==> config.mk <==
export PLATFORM = sky130hd
export DESIGN_NAME = cseirq_top
export DESIGN_NICKNAME = d
export VERILOG_FILES = /design/src/rtl/cseirq_pkg.sv /design/src/rtl/cseirq_top.sv /design/src/rtl/cseirq_sync.sv /design/src/rtl/cseirq_stat_bit.sv
export SDC_FILE = /design/constraint.sdc
export NUM_CORES = 1
export LEC_CHECK = 0
export BUFFER_PORTS_ARGS = -buffer_cell sky130_fd_sc_hd__buf_4
export CAP_MARGIN = 0
export CORE_UTILIZATION = 40
export DETAILED_ROUTE_END_ITERATION = 8
export HOLD_SLACK_MARGIN = 0.08
export PLACE_DENSITY_LB_ADDON = 0.08
export REMOVE_ABC_BUFFERS = 1
export SLEW_MARGIN = 20
export SYNTH_ARGS = -nofsm -noshare
export SYNTH_HDL_FRONTEND = slang
export SYNTH_SLANG_ARGS = --single-unit
==> constraint.sdc <==
create_clock -name clock -period 1.7 [get_ports clock]
set_clock_uncertainty 0.2 [all_clocks]
set_input_delay 0.17 -clock clock [delete_from_list [all_inputs] [get_ports clock]]
set_output_delay 0.17 -clock clock [all_outputs]
set_load 0.01 [all_outputs]
==> src/rtl/cseirq_pkg.sv <==
// Constants, register map and carrier types for the charger/supply interrupt block.
// Assumes a serial protocol engine on the same clock presents single-cycle register strobes.

package cseirq_pkg;

   // Register indices on the serial register port
   localparam logic [7:0] ADDR_CHG_STATUS = 8'h01;
   localparam logic [7:0] ADDR_SUP_STATUS = 8'h02;
   localparam logic [7:0] ADDR_CHG_MASK = 8'h03;
   localparam logic [7:0] ADDR_SUP_MASK = 8'h04;
   localparam logic [7:0] ADDR_CHG_ACK = 8'h05;
   localparam logic [7:0] ADDR_SUP_ACK = 8'h06;

   // Reset values and the answer for an unlisted address
   localparam logic [7:0] RST_STATUS = 8'h00;
   localparam logic [7:0] RST_MASK = 8'hFF;
   localparam logic [7:0] RST_ACK = 8'h00;
   localparam logic [7:0] RD_UNMAPPED = 8'hFF;

   // Which status bits are edge-set; the rest follow their condition
   localparam logic [7:0] CHG_EDGE_MAP = 8'h21;
   localparam logic [7:0] SUP_EDGE_MAP = 8'hE0;
   // Charger bits the host may clear by writing a one
   localparam logic [7:0] CHG_WR_CLR_MAP = 8'h1E;

   // Supply field positions
   localparam int SUP_BIT_BUTTON = 7;
   localparam int SUP_BIT_LID = 6;
   localparam int SUP_BIT_UNDERVOLTAGE_LOCKOUT = 5;
   localparam int SUP_BIT_UNUSED = 4;
   localparam int SUP_BIT_LDO_B = 3;
   localparam int SUP_BIT_LDO_A = 2;
   localparam int SUP_BIT_MAIN = 1;
   localparam int SUP_BIT_CORE = 0;

   // One register request from the serial engine
   typedef struct packed {
      logic wr;
      logic rd;
      logic [7:0] addr;
      logic [7:0] wdata;
   } cseirq_req_t;

   // Raw supply-side conditions from the analog blocks
   typedef struct packed {
      logic power_button_request;
      logic battery_lid_sense;
      logic undervoltage_lockout;
      logic linear_regulator_b_fault;
      logic linear_regulator_a_fault;
      logic main_converter_fault;
      logic core_converter_fault;
      logic low_power_mode;
   } cseirq_sup_raw_t;

endpackage : cseirq_pkg

==> src/rtl/cseirq_top.sv <==
// Charger and supply event status, masks, auto-acknowledge and open-drain interrupt pin.
// Assumes the serial engine shares this clock and issues one-cycle rd/wr strobes;
// analog conditions and pin levels are asynchronous and are synchronised here.
`timescale 1ns/1ps
`default_nettype none

module cseirq_top (
   input wire logic clock,
   input wire logic rst_b,
   input wire cseirq_pkg::cseirq_req_t reg_req,
   output logic [7:0] reg_rdata_q,
   input wire logic [7:0] chg_cond_raw,
   input wire cseirq_pkg::cseirq_sup_raw_t sup_raw,
   input wire logic linear_reg_a_enable,
   input wire logic linear_reg_b_enable,
   input wire logic core_lp_flag_enable,
   output logic charger_restart_q,
   output logic int_n_out,
   output logic int_n_oe_q
);
   import cseirq_pkg::*;

   localparam int NSUP = 8;
   // Battery temperature sits in the lowest charger bit
   localparam int CHG_BIT_TEMP = 0;

   logic [7:0] chg_cond;
   logic [NSUP-1:0] sup_sync;
   cseirq_sup_raw_t sup_s;
   cseirq_sup_raw_t sup_raw_cond;
   logic [7:0] sup_cond;
   logic [7:0] chg_stat;
   logic [7:0] chg_ack;
   logic [7:0] sup_stat;
   logic [7:0] sup_ack;
   logic [7:0] chg_mask_q;
   logic [7:0] sup_mask_q;
   logic [7:0] chg_wr_clr;
   logic [7:0] chg_rd_ack;
   logic [7:0] sup_rd_ack;
   logic [7:0] chg_pending;
   logic [7:0] sup_pending;
   logic int_active;

   // Pick the register a request addresses
   function automatic logic hit(input cseirq_req_t r, input logic [7:0] a);
      hit = (r.addr == a);
   endfunction : hit

   // Charger conditions come straight from the analog side
   cseirq_sync #(
      .WIDTH(8)
   ) u_chg_sync (
      .clock(clock),
      .rst_b(rst_b),
      .async_in(chg_cond_raw),
      .sync_out(chg_cond)
   );

   // Lid sense is active low; flip it ahead of the synchroniser so the flops'
   // reset level means no event and the edge cell sees no false edge after reset
   always_comb begin
      sup_raw_cond = sup_raw;
      sup_raw_cond.battery_lid_sense = !sup_raw.battery_lid_sense;
   end

   // Supply conditions and the lid and low-power pins
   cseirq_sync #(
      .WIDTH(NSUP)
   ) u_sup_sync (
      .clock(clock),
      .rst_b(rst_b),
      .async_in(sup_raw_cond),
      .sync_out(sup_sync)
   );

   assign sup_s = cseirq_sup_raw_t'(sup_sync);

   // Supply condition vector; enables come from same-clock register logic
   always_comb begin
      sup_cond = 8'h00;
      sup_cond[SUP_BIT_BUTTON] = sup_s.power_button_request;
      sup_cond[SUP_BIT_LID] = sup_s.battery_lid_sense; // already inverted
      sup_cond[SUP_BIT_UNDERVOLTAGE_LOCKOUT] = sup_s.undervoltage_lockout;
      sup_cond[SUP_BIT_UNUSED] = 1'b0;
      sup_cond[SUP_BIT_LDO_B] = sup_s.linear_regulator_b_fault && linear_reg_b_enable;
      sup_cond[SUP_BIT_LDO_A] = sup_s.linear_regulator_a_fault && linear_reg_a_enable;
      sup_cond[SUP_BIT_MAIN] = sup_s.main_converter_fault;
      sup_cond[SUP_BIT_CORE] = sup_s.core_converter_fault
         || (core_lp_flag_enable && sup_s.low_power_mode);
   end

   // Strobes into the bit cells: write-clear and read-acknowledge
   always_comb begin
      chg_wr_clr = 8'h00;
      chg_rd_ack = 8'h00;
      sup_rd_ack = 8'h00;
      if (reg_req.wr && hit(reg_req, ADDR_CHG_STATUS)) begin
         chg_wr_clr = reg_req.wdata & CHG_WR_CLR_MAP;
      end
      if (reg_req.rd && hit(reg_req, ADDR_CHG_STATUS)) begin
         chg_rd_ack = chg_stat;
      end
      if (reg_req.rd && hit(reg_req, ADDR_SUP_STATUS)) begin
         sup_rd_ack = sup_stat;
      end
   end

   // One status/ack cell per bit, edge or level flavour per map
   for (genvar i = 0; i < 8; i++) begin : g_bits
      cseirq_stat_bit #(
         .EDGE_SET(CHG_EDGE_MAP[i])
      ) u_chg (
         .clock(clock),
         .rst_b(rst_b),
         .cond(chg_cond[i]),
         .wr_clr(chg_wr_clr[i]),
         .rd_ack(chg_rd_ack[i]),
         .stat_q(chg_stat[i]),
         .ack_q(chg_ack[i])
      );
      cseirq_stat_bit #(
         .EDGE_SET(SUP_EDGE_MAP[i])
      ) u_sup (
         .clock(clock),
         .rst_b(rst_b),
         .cond(sup_cond[i]),
         .wr_clr(1'b0),
         .rd_ack(sup_rd_ack[i]),
         .stat_q(sup_stat[i]),
         .ack_q(sup_ack[i])
      );
   end

   // Mask registers; all sources start masked so boot noise stays quiet
   always_ff @(posedge clock) begin
      if (!rst_b) begin
         chg_mask_q <= RST_MASK;
         sup_mask_q <= RST_MASK;
      end else if (reg_req.wr) begin
         if (hit(reg_req, ADDR_CHG_MASK)) begin
            chg_mask_q <= reg_req.wdata;
         end
         if (hit(reg_req, ADDR_SUP_MASK)) begin
            sup_mask_q <= reg_req.wdata;
         end
      end
   end

   // Charger restart pulse on any write-clear of bits 1..4
   always_ff @(posedge clock) begin
      if (!rst_b) begin
         charger_restart_q <= 1'b0;
      end else begin
         charger_restart_q <= |chg_wr_clr;
      end
   end

   // Read data is latched at the strobe, so the only later event missed is an edge that rises in the cycle of a read of its set bit or the one after
   always_ff @(posedge clock) begin
      if (!rst_b) begin
         reg_rdata_q <= RST_STATUS;
      end else if (reg_req.rd) begin
         unique case (reg_req.addr)
            ADDR_CHG_STATUS: reg_rdata_q <= chg_stat;
            ADDR_SUP_STATUS: reg_rdata_q <= sup_stat;
            ADDR_CHG_MASK: reg_rdata_q <= chg_mask_q;
            ADDR_SUP_MASK: reg_rdata_q <= sup_mask_q;
            ADDR_CHG_ACK: reg_rdata_q <= chg_ack;
            ADDR_SUP_ACK: reg_rdata_q <= sup_ack;
            default: reg_rdata_q <= RD_UNMAPPED;
         endcase
      end
   end

   // Pending sources: set, unmasked and not yet acknowledged
   assign chg_pending = chg_stat & ~chg_mask_q & ~chg_ack;
   assign sup_pending = sup_stat & ~sup_mask_q & ~sup_ack;
   assign int_active = |{chg_pending, sup_pending};

   // Open-drain pin: only ever pulls low, registered to avoid glitches
   assign int_n_out = 1'b0;

   always_ff @(posedge clock) begin
      if (!rst_b) begin
         int_n_oe_q <= 1'b0;
      end else begin
         int_n_oe_q <= int_active;
      end
   end

   // Helper history for the checks below
   logic [7:0] sup_cond_q;
   logic [7:0] chg_cond_q;

   always_ff @(posedge clock) begin
      if (!rst_b) begin
         sup_cond_q <= 8'h00;
         chg_cond_q <= 8'h00;
      end else begin
         sup_cond_q <= sup_cond;
         chg_cond_q <= chg_cond;
      end
   end
endmodule : cseirq_top

`default_nettype wire

==> src/rtl/cseirq_sync.sv <==
// Two-flop synchroniser for a vector of asynchronous levels.
// Assumes the levels are slow compared to the clock; no bus coherency is promised.
`timescale 1ns/1ps
`default_nettype none

module cseirq_sync #(
   parameter int WIDTH = 8
) (
   input wire logic clock,
   input wire logic rst_b,
   input wire logic [WIDTH-1:0] async_in,
   output logic [WIDTH-1:0] sync_out
);
   logic [WIDTH-1:0] meta_q;

   // First stage feeds only the second stage
   always_ff @(posedge clock) begin
      if (!rst_b) begin
         meta_q <= '0;
         sync_out <= '0;
      end else begin
         meta_q <= async_in;
         sync_out <= meta_q;
      end
   end
endmodule : cseirq_sync

`default_nettype wire

==> src/rtl/cseirq_stat_bit.sv <==
// One status bit with its auto-acknowledge bit.
// Assumes cond is already synchronised; rd_ack and wr_clr are single-cycle strobes.
`timescale 1ns/1ps
`default_nettype none

module cseirq_stat_bit #(
   parameter bit EDGE_SET = 1'b0
) (
   input wire logic clock,
   input wire logic rst_b,
   input wire logic cond,
   input wire logic wr_clr,
   input wire logic rd_ack,
   output logic stat_q,
   output logic ack_q
);
   import cseirq_pkg::*;

   logic prev_q;
   logic stat_d;

   // Edge bits hold until low and acked, so a short pulse is lost only if it starts in the cycle of a read of the set bit or the one after
   always_comb begin
      if (EDGE_SET) begin
         stat_d = (cond && !prev_q) || (stat_q && !(!cond && ack_q));
      end else begin
         stat_d = cond && !wr_clr;
      end
   end

   // Condition history and status
   always_ff @(posedge clock) begin
      if (!rst_b) begin
         prev_q <= 1'b0;
         stat_q <= RST_STATUS[0];
      end else begin
         prev_q <= cond;
         stat_q <= stat_d;
      end
   end

   // Ack sets on a read of a set bit and drops once status clears
   always_ff @(posedge clock) begin
      if (!rst_b) begin
         ack_q <= RST_ACK[0];
      end else begin
         ack_q <= stat_q && (ack_q || rd_ack);
      end
   end
endmodule : cseirq_stat_bit

`default_nettype wire

Yosys cells after proc, flatten, opt, wreduce, memory -nomap -nowiden:

Cells that the tools add are included.

* mux-type cells: 4
* reduce and logical (&&, ||, !) cells: 89
* bitwise gates (word level): 8
* equality and inequality tests: 6

Operators with widths (count)
* $pmux W8 S6: 1
* $logic_and A1 B1 Y1: 42
* $and A8 B8 Y8: 4
* $not A8 Y8: 4
* $eq A8 B3 Y1 const B: 3
* $logic_or A1 B1 Y1: 21
* $logic_not A1 Y1: 20
* $eq A8 B2 Y1 const B: 2
* $mux W8: 2
* $reduce_or A16 Y1: 1
* $eq A8 B1 Y1 const B: 1
* $reduce_or A8 Y1: 1
* $mux W5: 1
* $reduce_and A2 Y1: 2
* $logic_not A1 Y1 const A: 2

* register bits after elaboration: 93
* logic and storage cells: 151

Depth between registers and ports, before layout:

Gate-level depths: netlist (run 1).

* word-level depth: 5
* gate-level depth with buffers: 6

By module:

A second synthesis (run 1) with hierarchy kept.

* cell total of the unflattened synthesis: 338
* area, all modules: 3692.3 um^2

By module, submodules not included
* cseirq_top: area an instance 1657.8 um^2, cells an instance 188, instances 1, seq. area each 520.5 um^2
* cseirq_sync: area an instance 446.7 um^2, cells an instance 33, instances 2, seq. area each 320.3 um^2
* cseirq_stat_bit at g_bits[0].u_sup ...: area an instance 58.8 um^2, cells an instance 4, instances 11, seq. area each 40.0 um^2
* cseirq_stat_bit at g_bits[0].u_chg ...: area an instance 98.8 um^2, cells an instance 8, instances 5, seq. area each 60.1 um^2

Worst setup path after synthesis (run 1):

OpenSTA, ideal clock, no wires.

* path type: input -> register
* start: input reg_req[8] (netlist bit)
* end: register chg_mask_q[7]
* cell stages on the path: 5
* setup slack: 244 ps
* data arrival time: 1127 ps
* setup time: 130 ps
* required time: 1370 ps
* cells stage by stage: buf_4 > nor2b_1 > nand4_2 > mux2i_1 > nand2_1

* cells in the longest elaborated chain, start to end: 2

RTL lines
* from (decl): line cseirq_top.sv:10 `input wire cseirq_pkg::cseirq_req_t reg_req,`
* $eq A8 B2 Y1: line cseirq_top.sv:47 `hit = (r.addr == a);`
* $reduce_and A2 Y1 (no source line)
* to (signal assigned): line cseirq_top.sv:142 `chg_mask_q <= reg_req.wdata;`
* to (decl): line cseirq_top.sv:36 `logic [7:0] chg_mask_q;`

No other way between the ends.
A chain may end at the register's enable or synchronous reset.

Final worst setup path (run 1):

* start: input reg_req[13] (netlist bit)
* end: register g_bits[1].u_chg.stat_q

* cells in the longest elaborated chain, start to end: 5

RTL lines
* $eq A8 B1 Y1: line cseirq_top.sv:47
* $logic_and A1 B1 Y1: line cseirq_top.sv:98 `if (reg_req.wr && hit(reg_req, ADDR_CHG_STATUS)) begin`
* $mux W5: line cseirq_top.sv:98
* $logic_not A1 Y1: line cseirq_stat_bit.sv:27 `stat_d = cond && !wr_clr;`
* $logic_and A1 B1 Y1: line cseirq_stat_bit.sv:27
* to (signal assigned): line cseirq_stat_bit.sv:35 `stat_q <= RST_STATUS[0];`
* to (signal assigned): line cseirq_stat_bit.sv:38 `stat_q <= stat_d;`
* to (decl): line cseirq_stat_bit.sv:14 `output logic stat_q,`

No other way between the ends.

==> metrics.cfg, run 1 <==
[timing]
finalWorstSetupSlack_ns = 0.06413
final_max_slew_viol_count = 0
fmax_ghz = 0.6113
rsz0062_at_grt = false
period_needed_ns = 1.636
min_period_over_period = 0.9623
tns_ns = 0
holdWs_ns = 0.1084
hold_viol_final = 0
setup_viol = 0

[worst_setup_path]
ff2ff_setup_slack_ns = 0.28
worstReg2RegEnd = reg_rdata_q[1]
cpLargestDelayFamily = buffers and inverters
worst-path-buf-inv = 3
critPathKind = in -> reg
end_kind = register
cpMaxStageDelayCell = dlygate4sd3_1
crit_required_ns = 1.75
rr_worst_depth = 4
rr_startpoint = chg_mask_q[1]
slowest_delay_ns = 0.60
crit_top_cell = buf_4
worstPathArrival_ns = 1.69
path_cells = buf_4 > nor4_4 > dlygate4sd3_1 > nand3_1 > nor2_1 > buf_4 > a21oi_1
cp_max_fo = 4
cp-start-kind = input pin

[finish]
syn_to_final_growth_pct = 31.24
drive_above_1_share = 0.2144
stdcell_count = 548
post-route-cell-area_sq_um = 4621
n_antenna_cell = 0
final_nets = 477
fin_util = 0.5513

[synth]
synth_warnings = 0
synth_common_cells = dfxtp_1 (93), nand2_1 (41), and2_1 (39)
ys_seq_area_frac = 0.5288
ys_types = 36
synth_cells = 350
synth_area_sq_um = 3521
async_flop_share = 0
synth_ff_type = dfxtp_1
syn_avg_cell_area_sq_um = 10.06
ys_top_cells_by_area = dfxtp_1 (53%), and2_1 (6.9%), mux2i_1 (5.4%), nand2_1 (4.4%), a21boi_0 (4.3%)
synth.largest_area_cell = dfxtp_1
synth_edf_count = 0
yosysMostFrequentCell = dfxtp_1
yosysTopAreaCellShare = 0.5288
ys_ff_latch = 93

[place]
hpwl_mm = 5.206
place_inst = 498
place_area_sq_um = 4041
port_buffers = 48
finalWeightedCongestion = 0.7938
dp_slack_ns = 0.008688

[clock_network]
cts_buffer_depth = 2
cts.sinks = 93
postCtsSetupRepairBufs = 0
cts_tree = built
clk_latency_ns = 0.35
cts-root-buf = clkbuf_8
htree_num_levels = 3
numCtsBuffers = 9
clk_pin_slew_ns = 0.09

[grt]
top_usage_layer = met2
track_usage = 0.1882
antenna_found_initial = 0
use_met2 = 0.2875
grt_pass1_vias = 2486
grt_pass1_wl_mm = 12.62
grt_max_degree = 33
overflow = 0
met3_usage = 0.03555
grt_use_met1 = 0.2584

[power_and_ir_drop]
p_seq_frac = 0.525
pwr-share-comb = 0.090
power_frac_clock = 0.385
powerDensity_nw_per_um2 = 935.9
irDropWorstVdd_v = 0.0004606
p_switching_mw = 0.9478
power_mw = 4.325
intPower_mw = 3.377
swShare = 0.2192
power_leakage_nw = 1.978

[detailed_routing]
totalWireLength_mm = 8.053
ant_nets = 0
drc = 0
wl_per_cell_um = 14.70
vias_per_cell = 5.031
drtPass1Iterations = 4
vias = 2757
drt_iter0_drc = 147

[floorplan]
num_rows = 33
die-area_sq_um = 9181
die_height_um = 95.82
ios = 50
design.core.area_sq_um = 8382
die_x_um = 95.82
initial_utilization = 0.4201

[min_path]
hold_end = g_bits[0].u_sup.ack_q
min_path_type = in -> reg
hold_start = reg_req[10]
hold_path_depth = 3

[status]
status = finished, final reports clean

[job]
maxCapViolations = 0

## cell families after synthesis
group                  Yosys count  synth area share
AND/OR/NAND/NOR                127            0.2075
flip-flops                      93            0.5288
AO/OA/AOI/OAI                   78            0.1535
multiplexers                    26           0.07640
buffers and inverters           25           0.03269
other                            1          0.001065
## routing by layer
layer | wire length (um) | part of all wire
met4 | 167 | 0.021
met5 | 0 | 0
met2 | 3506 | 0.44
met1 | 4025 | 0.50
met3 | 354 | 0.044
## layout make-up
type | instances | area [sq um]
clock buffers | 11 | 151.4
clock inverters | 5 | 81.33
fillers | 807 | 3761
inverters | 5 | 18.77
multi-input cells | 232 | 1546
flip-flops and latches | 93 | 1862
well taps | 105 | 131.4
repair buffers | 97 | 829.5
## sequential cells by signal (all words and copies together), names as in the netlist, 2 cells and up
signal and cells:
chg_mask_q 8, g_bits.u_chg.ack_q 8, g_bits.u_chg.prev_q 2, g_bits.u_chg.stat_q 8, g_bits.u_sup.ack_q 7, g_bits.u_sup.prev_q 3, g_bits.u_sup.stat_q 7, reg_rdata_q 8
sup_mask_q 8, u_chg_sync.meta_q 8, u_chg_sync.sync_out 8, u_sup_sync.meta_q 8, u_sup_sync.sync_out 8
## power by group through the flow
stage | Combinational, mW | Clock, mW | Sequential, mW
3_5_place_dp | 0.326 | 0 | 2.32
3_3_place_gp | 0.322 | 0 | 2.32
4_1_cts | 0.389 | 1.72 | 2.27
6_report | 0.389 | 1.66 | 2.27
5_1_grt | 0.426 | 1.81 | 2.28
2_1_floorplan | 0.121 | 0 | 2.32
## worst register-to-register path, cell delays in order, from the launching register on
cell	delay (ns)
dfxtp_1	0.34
mux2_2	0.27
a221oi_1	0.26
a21o_1	0.14
a31oi_1	0.09
## worst max path at each step
stage	start	depth (start not counted)	to	slack (ns)
finish	reg_req[13]	7	g_bits[1].u_chg.stat_q	0.06
floorplan	reg_req[9]	4	reg_rdata_q[0]	0.22
detailed placement	reg_req[13]	5	reg_rdata_q[3]	0.009
global route	reg_req[13]	7	g_bits[1].u_chg.stat_q	0.04
CTS	rst_b	4	u_chg_sync.meta_q[4]	0.04
global placement	reg_req[13]	5	reg_rdata_q[5]	0.04
## cell usage in the layout (no fill, tap or decap), types with 3 or more instances in the layout
master / count
a21boi_0: 20
a22oi_1: 13
clkbuf_8: 11
mux2i_1: 19
nand2b_1: 5
and3_1: 3
a21o_1: 7
o21ai_0: 13
and2_1: 39
dfxtp_1: 93
a21oi_1: 7
a31oi_1: 6
mux2_2: 7
nor2_1: 18
nor2b_1: 6
inv_1: 5
nand2_1: 41
a221oi_1: 7
dlygate4sd3_1: 34
buf_4: 61
## what timing repair did
action                     in CTS  in global routing
setup endpoints to repair       0                  6
hold buffers                   34                  0
hold endpoints to repair       55                  0
gates resized for setup         0                  2
(Power assumes the default switching activity.)
==> run 2, diff against run 1 <==
==> constraint.sdc (replaced) <==
create_clock -name clock -period 1.7 [get_ports clock]
set_clock_uncertainty 0.2 [all_clocks]
set_input_delay 0.085 -clock clock [delete_from_list [all_inputs] [get_ports clock]]
set_output_delay 0.085 -clock clock [all_outputs]
set_load 0.01 [all_outputs]
==> run 2 against run 1 <==
Compared with the run above:
- first-iteration DRC count grew 4.8%
- critical path type unchanged
- worst hold slack worse by 0.10 ns
- sequential power about the same
- setup slack better by 0.0056 ns
- via count increased by 1.6%
- largest cell class unchanged
- sequential share of layout area decreased by 0.43 points
- largest power group unchanged
==> metrics.cfg, run 2 (synthesis results as in run 1) <==
[clock_network]
cts.sinks = 93  ; unchanged
htree_num_levels = 3  ; unchanged
cts-root-buf = clkbuf_8
clk_pin_slew_ns = 0.09  ; about the same
cts_buffer_depth = 2  ; unchanged
numCtsBuffers = 9  ; unchanged
cts_tree = built
clk_latency_ns = 0.35  ; about the same

[timing]
rsz0062_at_grt = false
tns_ns = 0  ; unchanged
hold_viol_final = 0  ; unchanged
fmax_ghz = 0.6134  ; +0.35%
final_max_slew_viol_count = 0  ; unchanged
min_period_over_period = 0.9590  ; -0.003319
period_needed_ns = 1.630  ; -0.005642 ns
setup_viol = 0  ; unchanged

[finish]
final_common_cell = dfxtp_1
final_nets = 485  ; +1.7%
n_antenna_cell = 0  ; unchanged
seq_area_sq_um = 1862  ; unchanged
stdcell_count = 556  ; +1.5%
drive_above_1_share = 0.2040  ; -0.01046
multi_input_area_sq_um = 1544  ; -0.16%
syn_to_final_growth_pct = 32.66
final_cell_mix = dfxtp_1 (93), buf_4 (62), nand2_1 (41), dlygate4sd3_1 (41), and2_1 (39)
num-fill-cells = 798  ; -1.1%

[floorplan]
num_rows = 33  ; unchanged
die_x_um = 95.82  ; unchanged
initial_utilization = 0.4201  ; unchanged
design.core.area_sq_um = 8382  ; unchanged
die_height_um = 95.82  ; unchanged
die-area_sq_um = 9181  ; unchanged
ios = 50  ; unchanged

[grt]
grt_max_degree = 41  ; +24%
overflow = 0  ; unchanged
antenna_found_initial = 0  ; unchanged
grt_pass1_wl_mm = 12.49  ; -1.0%
grt_pass1_vias = 2545  ; +2.4%
track_usage = 0.1823  ; -0.005886

[detailed_routing]
wl_met1_mm = 3.832  ; -4.8%
met2_length_mm = 3.669  ; +4.6%
wl_per_cell_um = 14.28  ; -2.8%
totalWireLength_mm = 7.938  ; -1.4%
ant_nets = 0  ; unchanged
vias = 2801  ; +1.6%
routed.top_layer = met4
met3_length_um = 327  ; -7.6%
vias_per_cell = 5.038  ; +0.13%
drt_iter0_drc = 154  ; +4.8%
drc = 0  ; unchanged
drtPass1Iterations = 4  ; unchanged

[worst_setup_path]
critPathKind = in -> reg
cp-start-kind = input pin
rr_worst_depth = 3  ; -1
crit_required_ns = 1.75  ; about the same
end_kind = register
rr_startpoint = sup_mask_q[7]
worstPathArrival_ns = 1.68  ; about the same
cp_max_fo = 4  ; unchanged
worstReg2RegEnd = sup_mask_q[7]
ff2ff_setup_slack_ns = 0.26  ; -0.02 ns

[min_path]
hold_end = charger_restart_q
min_path_type = in -> reg
hold_path_depth = 4  ; +1
hold_start = reg_req[10]

[power_and_ir_drop]
pwr-share-comb = 0.091  ; about the same
powerDensity_nw_per_um2 = 902.9  ; -3.5%
power_leakage_nw = 2.008  ; +1.5%
irDropWorstVdd_v = 0.0004578  ; -0.61%
p_switching_mw = 0.9222  ; -2.7%
intPower_mw = 3.295  ; -2.4%
power_frac_clock = 0.370  ; -0.015
swShare = 0.2187  ; -0.0004810
p_seq_frac = 0.539  ; +0.014

[status]
status = finished, final reports clean

[place]
finalWeightedCongestion = 0.7754  ; -2.3%
hpwl_mm = 5.218  ; +0.23%
port_buffers = 48  ; unchanged
place_inst = 498  ; unchanged

[job]
maxCapViolations = 0  ; unchanged

run 2: cell count changes in the layout (fill, tap and decap cells not counted):
cell | previous run | this run
dlygate4sd3_1 | 34 | 41
clkbuf_1 | 0 | 3
clkbuf_8 | 11 | 9
buf_4 | 61 | 62
inv_6 | 1 | 0
nor2b_1 | 6 | 7
nor2b_2 | 1 | 0
run 2: area by class of cell:
| class | instances | share of cell area |
|---|---|---|
| clock inverters | 4 | 0.01554 |
| well taps | 105 | 0.02813 |
| multi-input cells | 232 | 0.3306 |
| inverters | 5 | 0.004018 |
| repair buffers | 105 | 0.1942 |
| flip-flops and latches | 93 | 0.3986 |
| clock buffers | 12 | 0.02893 |
run 2: timing repair:
action	4_1_cts	5_1_grt
setup buffers	0	1
setup endpoints to repair	0	7
hold buffers	39	2
resized for setup	0	1
endpoints found under the hold margin	60	8
run 2: critical path: stages:
cell           delay (ns)
buf_4                0.12
nor4_4               0.34
nand3_2              0.13
buf_4                0.18
dlygate4sd3_1        0.59
mux2i_1              0.15
nand2_1              0.07
run 2: worst max path at each step:
stage / start / endpoint / slack [ns] / cells after the start
after floorplan: reg_req[9] / reg_rdata_q[0] / 0.30 / 4
after detailed placement: reg_req[13] / reg_rdata_q[5] / 0.03 / 5
after global routing: reg_req[9] / sup_mask_q[1] / 0.003 / 7
final: reg_req[14] / sup_mask_q[1] / 0.07 / 7
after global placement: reg_req[13] / reg_rdata_q[5] / 0.07 / 5
after CTS: reg_req[13] / sup_mask_q[1] / 0.008 / 7
run 2: metrics by stage:
stage          setup WS, ns  hold slack [ns]  total power, mW  instance area, sq um  utilization
5_1_grt            0.002545          0.02657            4.388                  4671       0.5572
6_report            0.06977         0.007090            4.217                  4671       0.5572
2_1_floorplan        0.3042         -0.05306            2.440                  3425            -
3_3_place_gp        0.06990          0.04120            2.641                  4041       0.4822
3_5_place_dp        0.03053          0.04468            2.644                  4041       0.4822
4_1_cts            0.008149          -0.1021            4.256                  4639       0.5535
run 2: metal layers:
metal,GRT usage,vias up
met3,0.03160,10
met4,0.07214,0
met5,0,-
li1,-,1398
met1,0.2419,1340
met2,0.2946,53
run 2: power by group through the flow:
| stage | registers [mW] | clock network [mW] | logic (mW) |
|---|---|---|---|
| floorplan | 2.32 | 0 | 0.121 |
| CTS | 2.27 | 1.60 | 0.383 |
| detailed placement | 2.32 | 0 | 0.321 |
| global placement | 2.32 | 0 | 0.318 |
| finish | 2.27 | 1.56 | 0.385 |
| global route | 2.28 | 1.69 | 0.418 |
